--- config.mk ---
export PLATFORM = sky130hd
export DESIGN_NAME = adccf_top
export DESIGN_NICKNAME = d
export VERILOG_FILES = /design/src/common/adccf_pkg.sv /design/src/core/adccf_top.sv
export SDC_FILE = /design/constraint.sdc
export NUM_CORES = 1
export LEC_CHECK = 0
export CELL_PAD_IN_SITES_DETAIL_PLACEMENT = 0
export CELL_PAD_IN_SITES_GLOBAL_PLACEMENT = 1
export CORE_MARGIN = 8
export CORE_UTILIZATION = 37
export DETAILED_ROUTE_END_ITERATION = 10
export DONT_BUFFER_PORTS = 1
export PLACE_DENSITY_LB_ADDON = 0.1
export SETUP_SLACK_MARGIN = 0.05
export SYNTH_ARGS = -nofsm -noshare
export SYNTH_HDL_FRONTEND = slang
export SYNTH_SLANG_ARGS = --single-unit
--- constraint.sdc ---
create_clock -name i_ref_clk -period 7.1 [get_ports i_ref_clk]
set_input_delay 0.355 -clock i_ref_clk [delete_from_list [all_inputs] [get_ports i_ref_clk]]
set_output_delay 0.355 -clock i_ref_clk [all_outputs]
set_load 0.01 [all_outputs]
--- src/common/adccf_pkg.sv ---
// Constants and types shared by the conversion control block
package adccf_pkg;
  // ---------------------------------------------------------------
  // Geometry
  // ---------------------------------------------------------------
  localparam int NUM_CH = 4;
  localparam int RES_W = 12;
  localparam int BUS_W = 12;
  localparam int CTRL_W = 10;
  localparam int FIFO_DEPTH = 16;
  // ---------------------------------------------------------------
  // Control register select and fields
  // ---------------------------------------------------------------
  localparam int ADDR_BIT = 10;
  localparam int CH_EN_LSB = 0;
  localparam int MODE_BIT = 4;
  localparam int DIFF_LSB = 5;
  localparam int SCAN_BIT = 7;
  localparam int POL_BIT = 0;
  localparam int PULSE_BIT = 1;
  localparam int TRIG_LSB = 2;
  localparam int TRIG_W = 4;
  localparam int FLUSH_BIT = 6;
  localparam logic [9:0] CTRL0_RESET = 10'h001;
  localparam logic [9:0] CTRL1_RESET = 10'h000;
  // ---------------------------------------------------------------
  // Timing counts and sequencer states
  // ---------------------------------------------------------------
  localparam int OSC_DIV = 4;
  localparam int CONV_TICKS = 6;
  typedef enum logic [1:0] {
    ADCCF_IDLE = 2'b00,
    ADCCF_CONV = 2'b01,
    ADCCF_WRITE = 2'b10
  } adccf_state_t;
endpackage : adccf_pkg

--- src/core/adccf_top.sv ---
// Conversion control, result FIFO and parallel port logic

// ---------------------------------------------------------------
// Result FIFO
// ---------------------------------------------------------------
module adccf_fifo #(
  parameter int WIDTH = 12,
  parameter int DEPTH = 16
) (
  input wire logic i_ref_clk,
  input wire logic i_reset_n,
  input wire logic i_flush,
  input wire logic i_wr_valid,
  output logic o_wr_ready,
  input wire logic [WIDTH-1:0] i_wr_data,
  output logic o_rd_valid,
  input wire logic i_rd_ready,
  output logic [WIDTH-1:0] o_rd_data,
  output logic [$clog2(DEPTH+1)-1:0] o_count
);
  localparam int AW = $clog2(DEPTH);
  localparam int CW = $clog2(DEPTH+1);
  logic [WIDTH-1:0] mem [DEPTH];
  logic [AW-1:0] wp_reg, rp_reg;
  logic [CW-1:0] count_reg;
  logic do_wr, do_rd;
  assign o_wr_ready = count_reg != CW'(DEPTH);
  assign o_rd_valid = count_reg != '0;
  assign o_rd_data = mem[rp_reg];
  assign o_count = count_reg;
  assign do_wr = i_wr_valid & o_wr_ready;
  assign do_rd = i_rd_ready & o_rd_valid;
  always_ff @(posedge i_ref_clk) begin
    if (do_wr) begin
      mem[wp_reg] <= i_wr_data;
    end
  end
  always_ff @(posedge i_ref_clk) begin
    if (!i_reset_n || i_flush) begin
      wp_reg <= '0;
      rp_reg <= '0;
      count_reg <= '0;
    end else begin
      if (do_wr) begin
        wp_reg <= (wp_reg == AW'(DEPTH-1)) ? '0 : wp_reg + 1'b1;
      end
      if (do_rd) begin
        rp_reg <= (rp_reg == AW'(DEPTH-1)) ? '0 : rp_reg + 1'b1;
      end
      count_reg <= count_reg + CW'(do_wr) - CW'(do_rd);
    end
  end
endmodule : adccf_fifo

// ---------------------------------------------------------------
// Top
// ---------------------------------------------------------------
module adccf_top #(
  parameter int FIFO_DEPTH = adccf_pkg::FIFO_DEPTH,
  parameter int OSC_DIV = adccf_pkg::OSC_DIV,
  parameter int CONV_TICKS = adccf_pkg::CONV_TICKS
) (
  input wire logic i_ref_clk,
  input wire logic i_reset_n,
  input wire logic i_conversion_clock_input,
  input wire logic i_select_low_active_n,
  input wire logic i_select_high_active,
  input wire logic i_wr_n,
  input wire logic i_rd_n,
  input wire logic [adccf_pkg::BUS_W-1:0] i_data,
  output logic [adccf_pkg::BUS_W-1:0] o_data,
  output logic o_data_oe_n,
  input wire logic [adccf_pkg::NUM_CH*adccf_pkg::RES_W-1:0] i_sample_data,
  output logic o_hold,
  output logic o_osc_enable,
  output logic o_conv_busy,
  output logic o_result_ready_flag
);
  import adccf_pkg::*;
  localparam int CW = $clog2(FIFO_DEPTH+1);
  logic [CTRL_W-1:0] ctrl0_reg, ctrl1_reg;
  logic flush_reg, wr_d_reg, rd_d_reg, conv_d_reg, level_d_reg;
  logic [7:0] osc_cnt_reg, tick_cnt_reg;
  logic [1:0] ch_idx_reg;
  logic [NUM_CH*RES_W-1:0] held_reg;
  adccf_state_t state_reg, state_next;
  logic sel, wr_fall, rd_fall, cont_mode, conv_fall, conv_rise, start;
  logic osc_tick, conv_tick, conv_done, push, advance, fifo_ready, fifo_valid, level, flag_active;
  logic [NUM_CH-1:0] raw_mask, sel_mask;
  logic [RES_W-1:0] fifo_data;
  logic [CW-1:0] fifo_count;

  assign sel = !i_select_low_active_n && i_select_high_active;
  assign wr_fall = sel && !i_wr_n && wr_d_reg;
  assign rd_fall = sel && !i_rd_n && rd_d_reg;
  assign cont_mode = ctrl0_reg[MODE_BIT];
  assign conv_fall = conv_d_reg && !i_conversion_clock_input;
  assign conv_rise = !conv_d_reg && i_conversion_clock_input;
  assign start = cont_mode ? conv_rise : conv_fall;
  assign osc_tick = o_osc_enable && (osc_cnt_reg == 8'(OSC_DIV-1));
  assign conv_tick = cont_mode ? conv_rise : osc_tick;
  assign conv_done = (state_reg == ADCCF_CONV) && conv_tick && (tick_cnt_reg == 8'(CONV_TICKS-1));

  // Channel selection: differential pair uses its first input only
  always_comb begin
    raw_mask = ctrl0_reg[CH_EN_LSB +: NUM_CH];
    raw_mask[1] = raw_mask[1] && !ctrl0_reg[DIFF_LSB];
    raw_mask[3] = raw_mask[3] && !ctrl0_reg[DIFF_LSB+1];
    sel_mask = ctrl0_reg[SCAN_BIT] ? raw_mask : (raw_mask & (~raw_mask + 4'h1));
  end

  // ---------------------------------------------------------------
  // Host port
  // ---------------------------------------------------------------
  always_ff @(posedge i_ref_clk) begin
    if (!i_reset_n) begin
      wr_d_reg <= 1'b1;
      rd_d_reg <= 1'b1;
      conv_d_reg <= 1'b1;
    end else begin
      wr_d_reg <= i_wr_n;
      rd_d_reg <= i_rd_n;
      conv_d_reg <= i_conversion_clock_input;
    end
  end

  always_ff @(posedge i_ref_clk) begin
    if (!i_reset_n) begin
      ctrl0_reg <= CTRL0_RESET;
      ctrl1_reg <= CTRL1_RESET;
      flush_reg <= 1'b0;
    end else begin
      flush_reg <= 1'b0;
      if (wr_fall) begin
        if (i_data[ADDR_BIT]) begin
          ctrl1_reg <= i_data[CTRL_W-1:0];
          flush_reg <= i_data[FLUSH_BIT];
        end else begin
          ctrl0_reg <= i_data[CTRL_W-1:0];
        end
      end
    end
  end

  always_ff @(posedge i_ref_clk) begin
    if (!i_reset_n) begin
      o_data <= '0;
      o_data_oe_n <= 1'b1;
    end else begin
      o_data_oe_n <= !(sel && !i_rd_n);
      if (rd_fall) begin
        o_data <= fifo_valid ? BUS_W'(fifo_data) : '0;
      end
    end
  end

  // ---------------------------------------------------------------
  // Conversion sequencer
  // ---------------------------------------------------------------
  always_comb begin
    state_next = state_reg;
    case (state_reg)
      ADCCF_IDLE: if (start) state_next = ADCCF_CONV;
      ADCCF_CONV: if (conv_done) state_next = ADCCF_WRITE;
      ADCCF_WRITE: if (advance && ch_idx_reg == 2'h3) state_next = ADCCF_IDLE;
      default: state_next = ADCCF_IDLE;
    endcase
  end

  always_ff @(posedge i_ref_clk) begin
    if (!i_reset_n) begin
      state_reg <= ADCCF_IDLE;
    end else begin
      state_reg <= state_next;
    end
  end

  always_ff @(posedge i_ref_clk) begin
    if (!i_reset_n) begin
      osc_cnt_reg <= '0;
      tick_cnt_reg <= '0;
    end else begin
      osc_cnt_reg <= (!o_osc_enable || osc_tick) ? '0 : osc_cnt_reg + 8'h01;
      if (state_reg != ADCCF_CONV) begin
        tick_cnt_reg <= '0;
      end else if (conv_tick) begin
        tick_cnt_reg <= tick_cnt_reg + 8'h01;
      end
    end
  end

  always_ff @(posedge i_ref_clk) begin
    if (!i_reset_n) begin
      o_hold <= 1'b0;
      o_osc_enable <= 1'b0;
      o_conv_busy <= 1'b0;
    end else begin
      o_hold <= (state_reg == ADCCF_IDLE) && start;
      o_osc_enable <= (state_next == ADCCF_CONV) && !ctrl0_reg[MODE_BIT];
      o_conv_busy <= state_next != ADCCF_IDLE;
    end
  end

  assign push = (state_reg == ADCCF_WRITE) && sel_mask[ch_idx_reg] && fifo_ready;
  assign advance = (state_reg == ADCCF_WRITE) && (!sel_mask[ch_idx_reg] || fifo_ready);

  always_ff @(posedge i_ref_clk) begin
    if (!i_reset_n) begin
      held_reg <= '0;
      ch_idx_reg <= '0;
    end else if (conv_done) begin
      held_reg <= i_sample_data;
      ch_idx_reg <= '0;
    end else if (advance) begin
      ch_idx_reg <= ch_idx_reg + 2'h1;
    end
  end

  adccf_fifo #(
    .WIDTH(RES_W),
    .DEPTH(FIFO_DEPTH)
  ) u_fifo (
    .i_ref_clk(i_ref_clk),
    .i_reset_n(i_reset_n),
    .i_flush(flush_reg),
    .i_wr_valid(push),
    .o_wr_ready(fifo_ready),
    .i_wr_data(held_reg[ch_idx_reg*RES_W +: RES_W]),
    .o_rd_valid(fifo_valid),
    .i_rd_ready(rd_fall),
    .o_rd_data(fifo_data),
    .o_count(fifo_count)
  );

  // ---------------------------------------------------------------
  // Ready flag
  // ---------------------------------------------------------------
  assign level = fifo_count >= (CW'(ctrl1_reg[TRIG_LSB +: TRIG_W]) + CW'(1));
  assign flag_active = ctrl1_reg[PULSE_BIT] ? (level && !level_d_reg) : level;

  always_ff @(posedge i_ref_clk) begin
    if (!i_reset_n) begin
      level_d_reg <= 1'b0;
      o_result_ready_flag <= 1'b0;
    end else begin
      level_d_reg <= level;
      o_result_ready_flag <= ctrl1_reg[POL_BIT] ? flag_active : !flag_active;
    end
  end

  // ---------------------------------------------------------------
  // Checks
  // ---------------------------------------------------------------
  chk_ctrl_write: assert property (@(posedge i_ref_clk) disable iff (!i_reset_n)
    wr_fall && !i_data[ADDR_BIT] |=> ctrl0_reg == $past(i_data[CTRL_W-1:0]))
    else $error("control write lost");
  chk_single_start: assert property (@(posedge i_ref_clk) disable iff (!i_reset_n)
    state_reg == ADCCF_IDLE && !cont_mode && conv_fall |=> o_hold && state_reg == ADCCF_CONV)
    else $error("single start not taken");
  chk_osc_off: assert property (@(posedge i_ref_clk) disable iff (!i_reset_n)
    cont_mode && $past(cont_mode) |-> !o_osc_enable)
    else $error("oscillator on in continuous mode");
  chk_osc_on: assert property (@(posedge i_ref_clk) disable iff (!i_reset_n)
    state_reg == ADCCF_CONV && !cont_mode && $stable(cont_mode) |-> o_osc_enable)
    else $error("oscillator off during single conversion");
  chk_fifo_bound: assert property (@(posedge i_ref_clk) disable iff (!i_reset_n)
    push && !rd_fall && !flush_reg |=> fifo_count == $past(fifo_count) + CW'(1) && fifo_count <= CW'(FIFO_DEPTH))
    else $error("fifo count wrong on push");
  chk_diff_mask: assert property (@(posedge i_ref_clk) disable iff (!i_reset_n)
    ctrl0_reg[DIFF_LSB] |-> !sel_mask[1])
    else $error("differential partner converted");
  chk_scan_order: assert property (@(posedge i_ref_clk) disable iff (!i_reset_n)
    advance && ch_idx_reg != 2'h3 |=> ch_idx_reg == $past(ch_idx_reg) + 2'h1)
    else $error("channel order broken");
  chk_flag_pulse: assert property (@(posedge i_ref_clk) disable iff (!i_reset_n)
    ctrl1_reg[PULSE_BIT] && $stable(ctrl1_reg) && level && $past(level) |=>
      o_result_ready_flag == !$past(ctrl1_reg[POL_BIT]))
    else $error("pulse flag not single cycle");
  chk_conv_len: assert property (@(posedge i_ref_clk) disable iff (!i_reset_n)
    $rose(state_reg == ADCCF_CONV) && !cont_mode |-> ##[1:200] state_reg == ADCCF_WRITE)
    else $error("conversion did not finish");
endmodule : adccf_top

==> summary.txt <==
Status
  • Outcome: completed

Worst setup path
  • Max Fanout on Critical Path: 33
  • CP required: 7.49 ns
  • Setup crit end kind: register
  • CP max stage delay: 0.57 ns
  • Critical path type: reg -> reg
  • CP delay by family, top: simple AND/OR/NAND/NOR gates
  • CP startpoint kind: register
  • CP max stage cell: nand2_1
  • CP arrival: 3.57 ns
  • CP dominant cell by count: nand2_1
  • Crit-path cells: nor4_1, a41o_1, nand2_1, buf_4, nand2_1, a21boi_1, dlygate4sd3_1
  • WP buf/inv: 2

Synth
  • Netlist Area Pre-Place: 0.0127 mm²
  • EDFF count, synth: 192
  • Synth Instances: 879
  • Post-synth top area share: 0.453
  • FFs w/ async S/R, synth: 0
  • Post-synthesis sequential area ratio: 0.643
  • Top post-synthesis cells by area: edfxtp_1 (45%), dfxtp_1 (19%), mux4_2 (11%)
  • Average size of a mapped cell: 14.5 µm²
  • Ys flop type: edfxtp_1
  • Synth Register Bits: 313
  • Count of cell types in the netlist: 53
  • Post-synth net total: 968
  • Synth area leader: edfxtp_1
  • Synth warnings: 0

Routing
  • ANT nets after route: 0
  • First-pass DRT Iterations: 5
  • DRT iter0 DRCs: 362
  • Vias per cell: 5.07
  • Routed via count: 7,170
  • DRT Wirelength: 29.6 mm
  • # DRC: 0
  • Routed wire per std cell: 20.9 µm

Global routing
  • Vias in the first global route: 7,747
  • Largest net degree at the start of global routing: 49
  • Initial antenna violation count: 1
  • First-pass GRT wire length: 46.1 mm
  • Total track usage: 0.146
  • Grt total ovfl: 0

Power
  • Post-layout power: 3.91 mW
  • Clk pwr share: 0.458
  • Max VDD drop: 0.154 mV
  • Power density cells: 264 mW/mm²
  • Leak pwr: 5.40 nW
  • Net Sw Power: 0.812 mW
  • Seq pwr share: 0.497
  • Pint: 3.10 mW
  • Switching share of power: 0.208
  • Logic pwr share: 0.045

Clocking
  • PostCTS Resize Cnt: 0
  • Clk_lat worst skew: 0.51 ns
  • Worst-case clock buffer depth: 3
  • CTS Sinks: 313
  • CTS Root Cell: clkbuf_16
  • H-tree levels: 2
  • CTS tree: built
  • Total CTS buffers: 35
  • Clk slew on worst S/H paths: 0.06 ns
  • Setup Buffers After CTS: 0

Placement
  • DP Cell Count: 1,296
  • Dpl hpwl: 18.5 mm
  • Placement Setup Slack: 4.05 ns
  • Dpl cell area: 0.0132 mm²
  • Port Buf Inserts: 0
  • RD Place Congestion: 0.745

Final layout
  • Number of flip-flops in the largest register: 192
  • Final Non-Filler Cells: 1,414
  • P&R area growth vs syn: 16.5%
  • Design area: 0.0148 mm²
  • Utilization after layout: 0.434
  • Layout cells sized above 1: 0.134
  • Most frequent cells in the layout: edfxtp_1 (192), dfxtp_1 (119), nand2_1 (110)
  • Nets: 1,021
  • Commonest non-fill, non-tap cell in the layout: edfxtp_1

Floorplanning
  • Die H: 202 µm
  • Site Rows: 68
  • Die X: 202 µm
  • Initial core utilization: 0.372
  • Total die area: 0.0406 mm²
  • # IOs: 84
  • Core region area: 0.0342 mm²

STA
  • WHS: 0.0176 ns
  • Fin crit period: 3.18 ns
  • Setup WS post-layout: 3.92 ns
  • Worst rel slew slack: 0.143
  • RSZ-0062 raised after global routing: no
  • Pins Over Slew Limit: 0
  • Setup-failing EPs final: 0
  • Worst-margin pin slew: 1.28 ns
  • Setup TNS Final: 0 ns
  • Final hold viol count: 0
  • Final worst path period share: 0.448
  • Worst clock skew: 0.0112 ns
  • FMAX: 314 MHz

Min path
  • Hold Crit Class: in -> reg

Job
  • Max_cap viols: 0
[routing by layer]
metal | global-route usage | routed length (µm) | up-vias
li1 | - | - | 3415
met4 | 0.0444 | 663 | 0
met2 | 0.245 | 14500 | 136
met1 | 0.188 | 12900 | 3572
met3 | 0.0315 | 1470 | 47
met5 | 0 | 0 | -
[worst register-to-register path: cells and delay by family (launching register included)]
kind | cells | cell delay, ns
buffers and inverters | 2 | 1.01
AOI/OAI and AO/OA | 2 | 0.59
and+or+nand+nor | 3 | 1.14
DFF | 1 | 0.34
[cell usage after synthesis (9+ instances only)]
master,count
inv_1,14
nor2_1,30
a21oi_1,22
a21boi_1,48
edfxtp_1,192
xor2_1,14
buf_2,9
a211oi_1,13
a22o_1,12
mux4_2,60
ha_1,21
buf_4,10
nor2b_1,34
mux2i_1,31
nand2_1,110
clkbuf_1,24
dfxtp_1,121
nand3_1,19
[final timing paths]
check / slack (ns) / end / depth (start not counted) / startpoint
max: 3.92 / held_reg[42] / 7 / osc_cnt_reg[3]
min: 0.02 / held_reg[10] / 2 / i_sample_data[10]
max reg2reg: 3.92 / held_reg[42] / 7 / osc_cnt_reg[3]
min reg2reg: 0.45 / held_reg[27] / 2 / held_reg[27]
[layout make-up]
cell class,count,area [µm²]
inverters,14,52.6
repair buffers,63,608
multi-input cells,505,4270
clock buffers,50,995
diodes,1,2.50
well taps,455,569
flip-flops and latches,313,8190
clock inverters,13,149
fillers,3136,19400
[logic make-up (layout without fill, tap and decap cells)]
group                    Yosys count  in the layout  synth area share
other                              0              1                 0
adder cells (fa/ha/maj)           22             22            0.0222
AO/OA/AOI/OAI                    124            124            0.0684
XOR/XNOR                          20             20            0.0138
multiplexers                      91             91             0.131
flip-flops                       313            313             0.643
AND/OR/NAND/NOR                  248            248            0.0991
buffers and inverters             61            140            0.0230
[power groups by stage]
| stage | logic, mW | clock network (mW) | registers [mW] |
|---|---|---|---|
| 2_1_floorplan | 0.130 | 0 | 1.98 |
| 3_3_place_gp | 0.145 | 0 | 1.99 |
| 3_5_place_dp | 0.148 | 0 | 1.99 |
| 4_1_cts | 0.178 | 1.84 | 1.95 |
| 5_1_grt | 0.197 | 1.92 | 1.95 |
| 6_report | 0.175 | 1.79 | 1.95 |
[repair_timing]
action / 4_1_cts / 5_1_grt
hold endpoints to repair: 55 / 2
setup endpoints to repair: 0 / 0
hold buffers: 52 / 2
(Power assumes the default switching activity.)
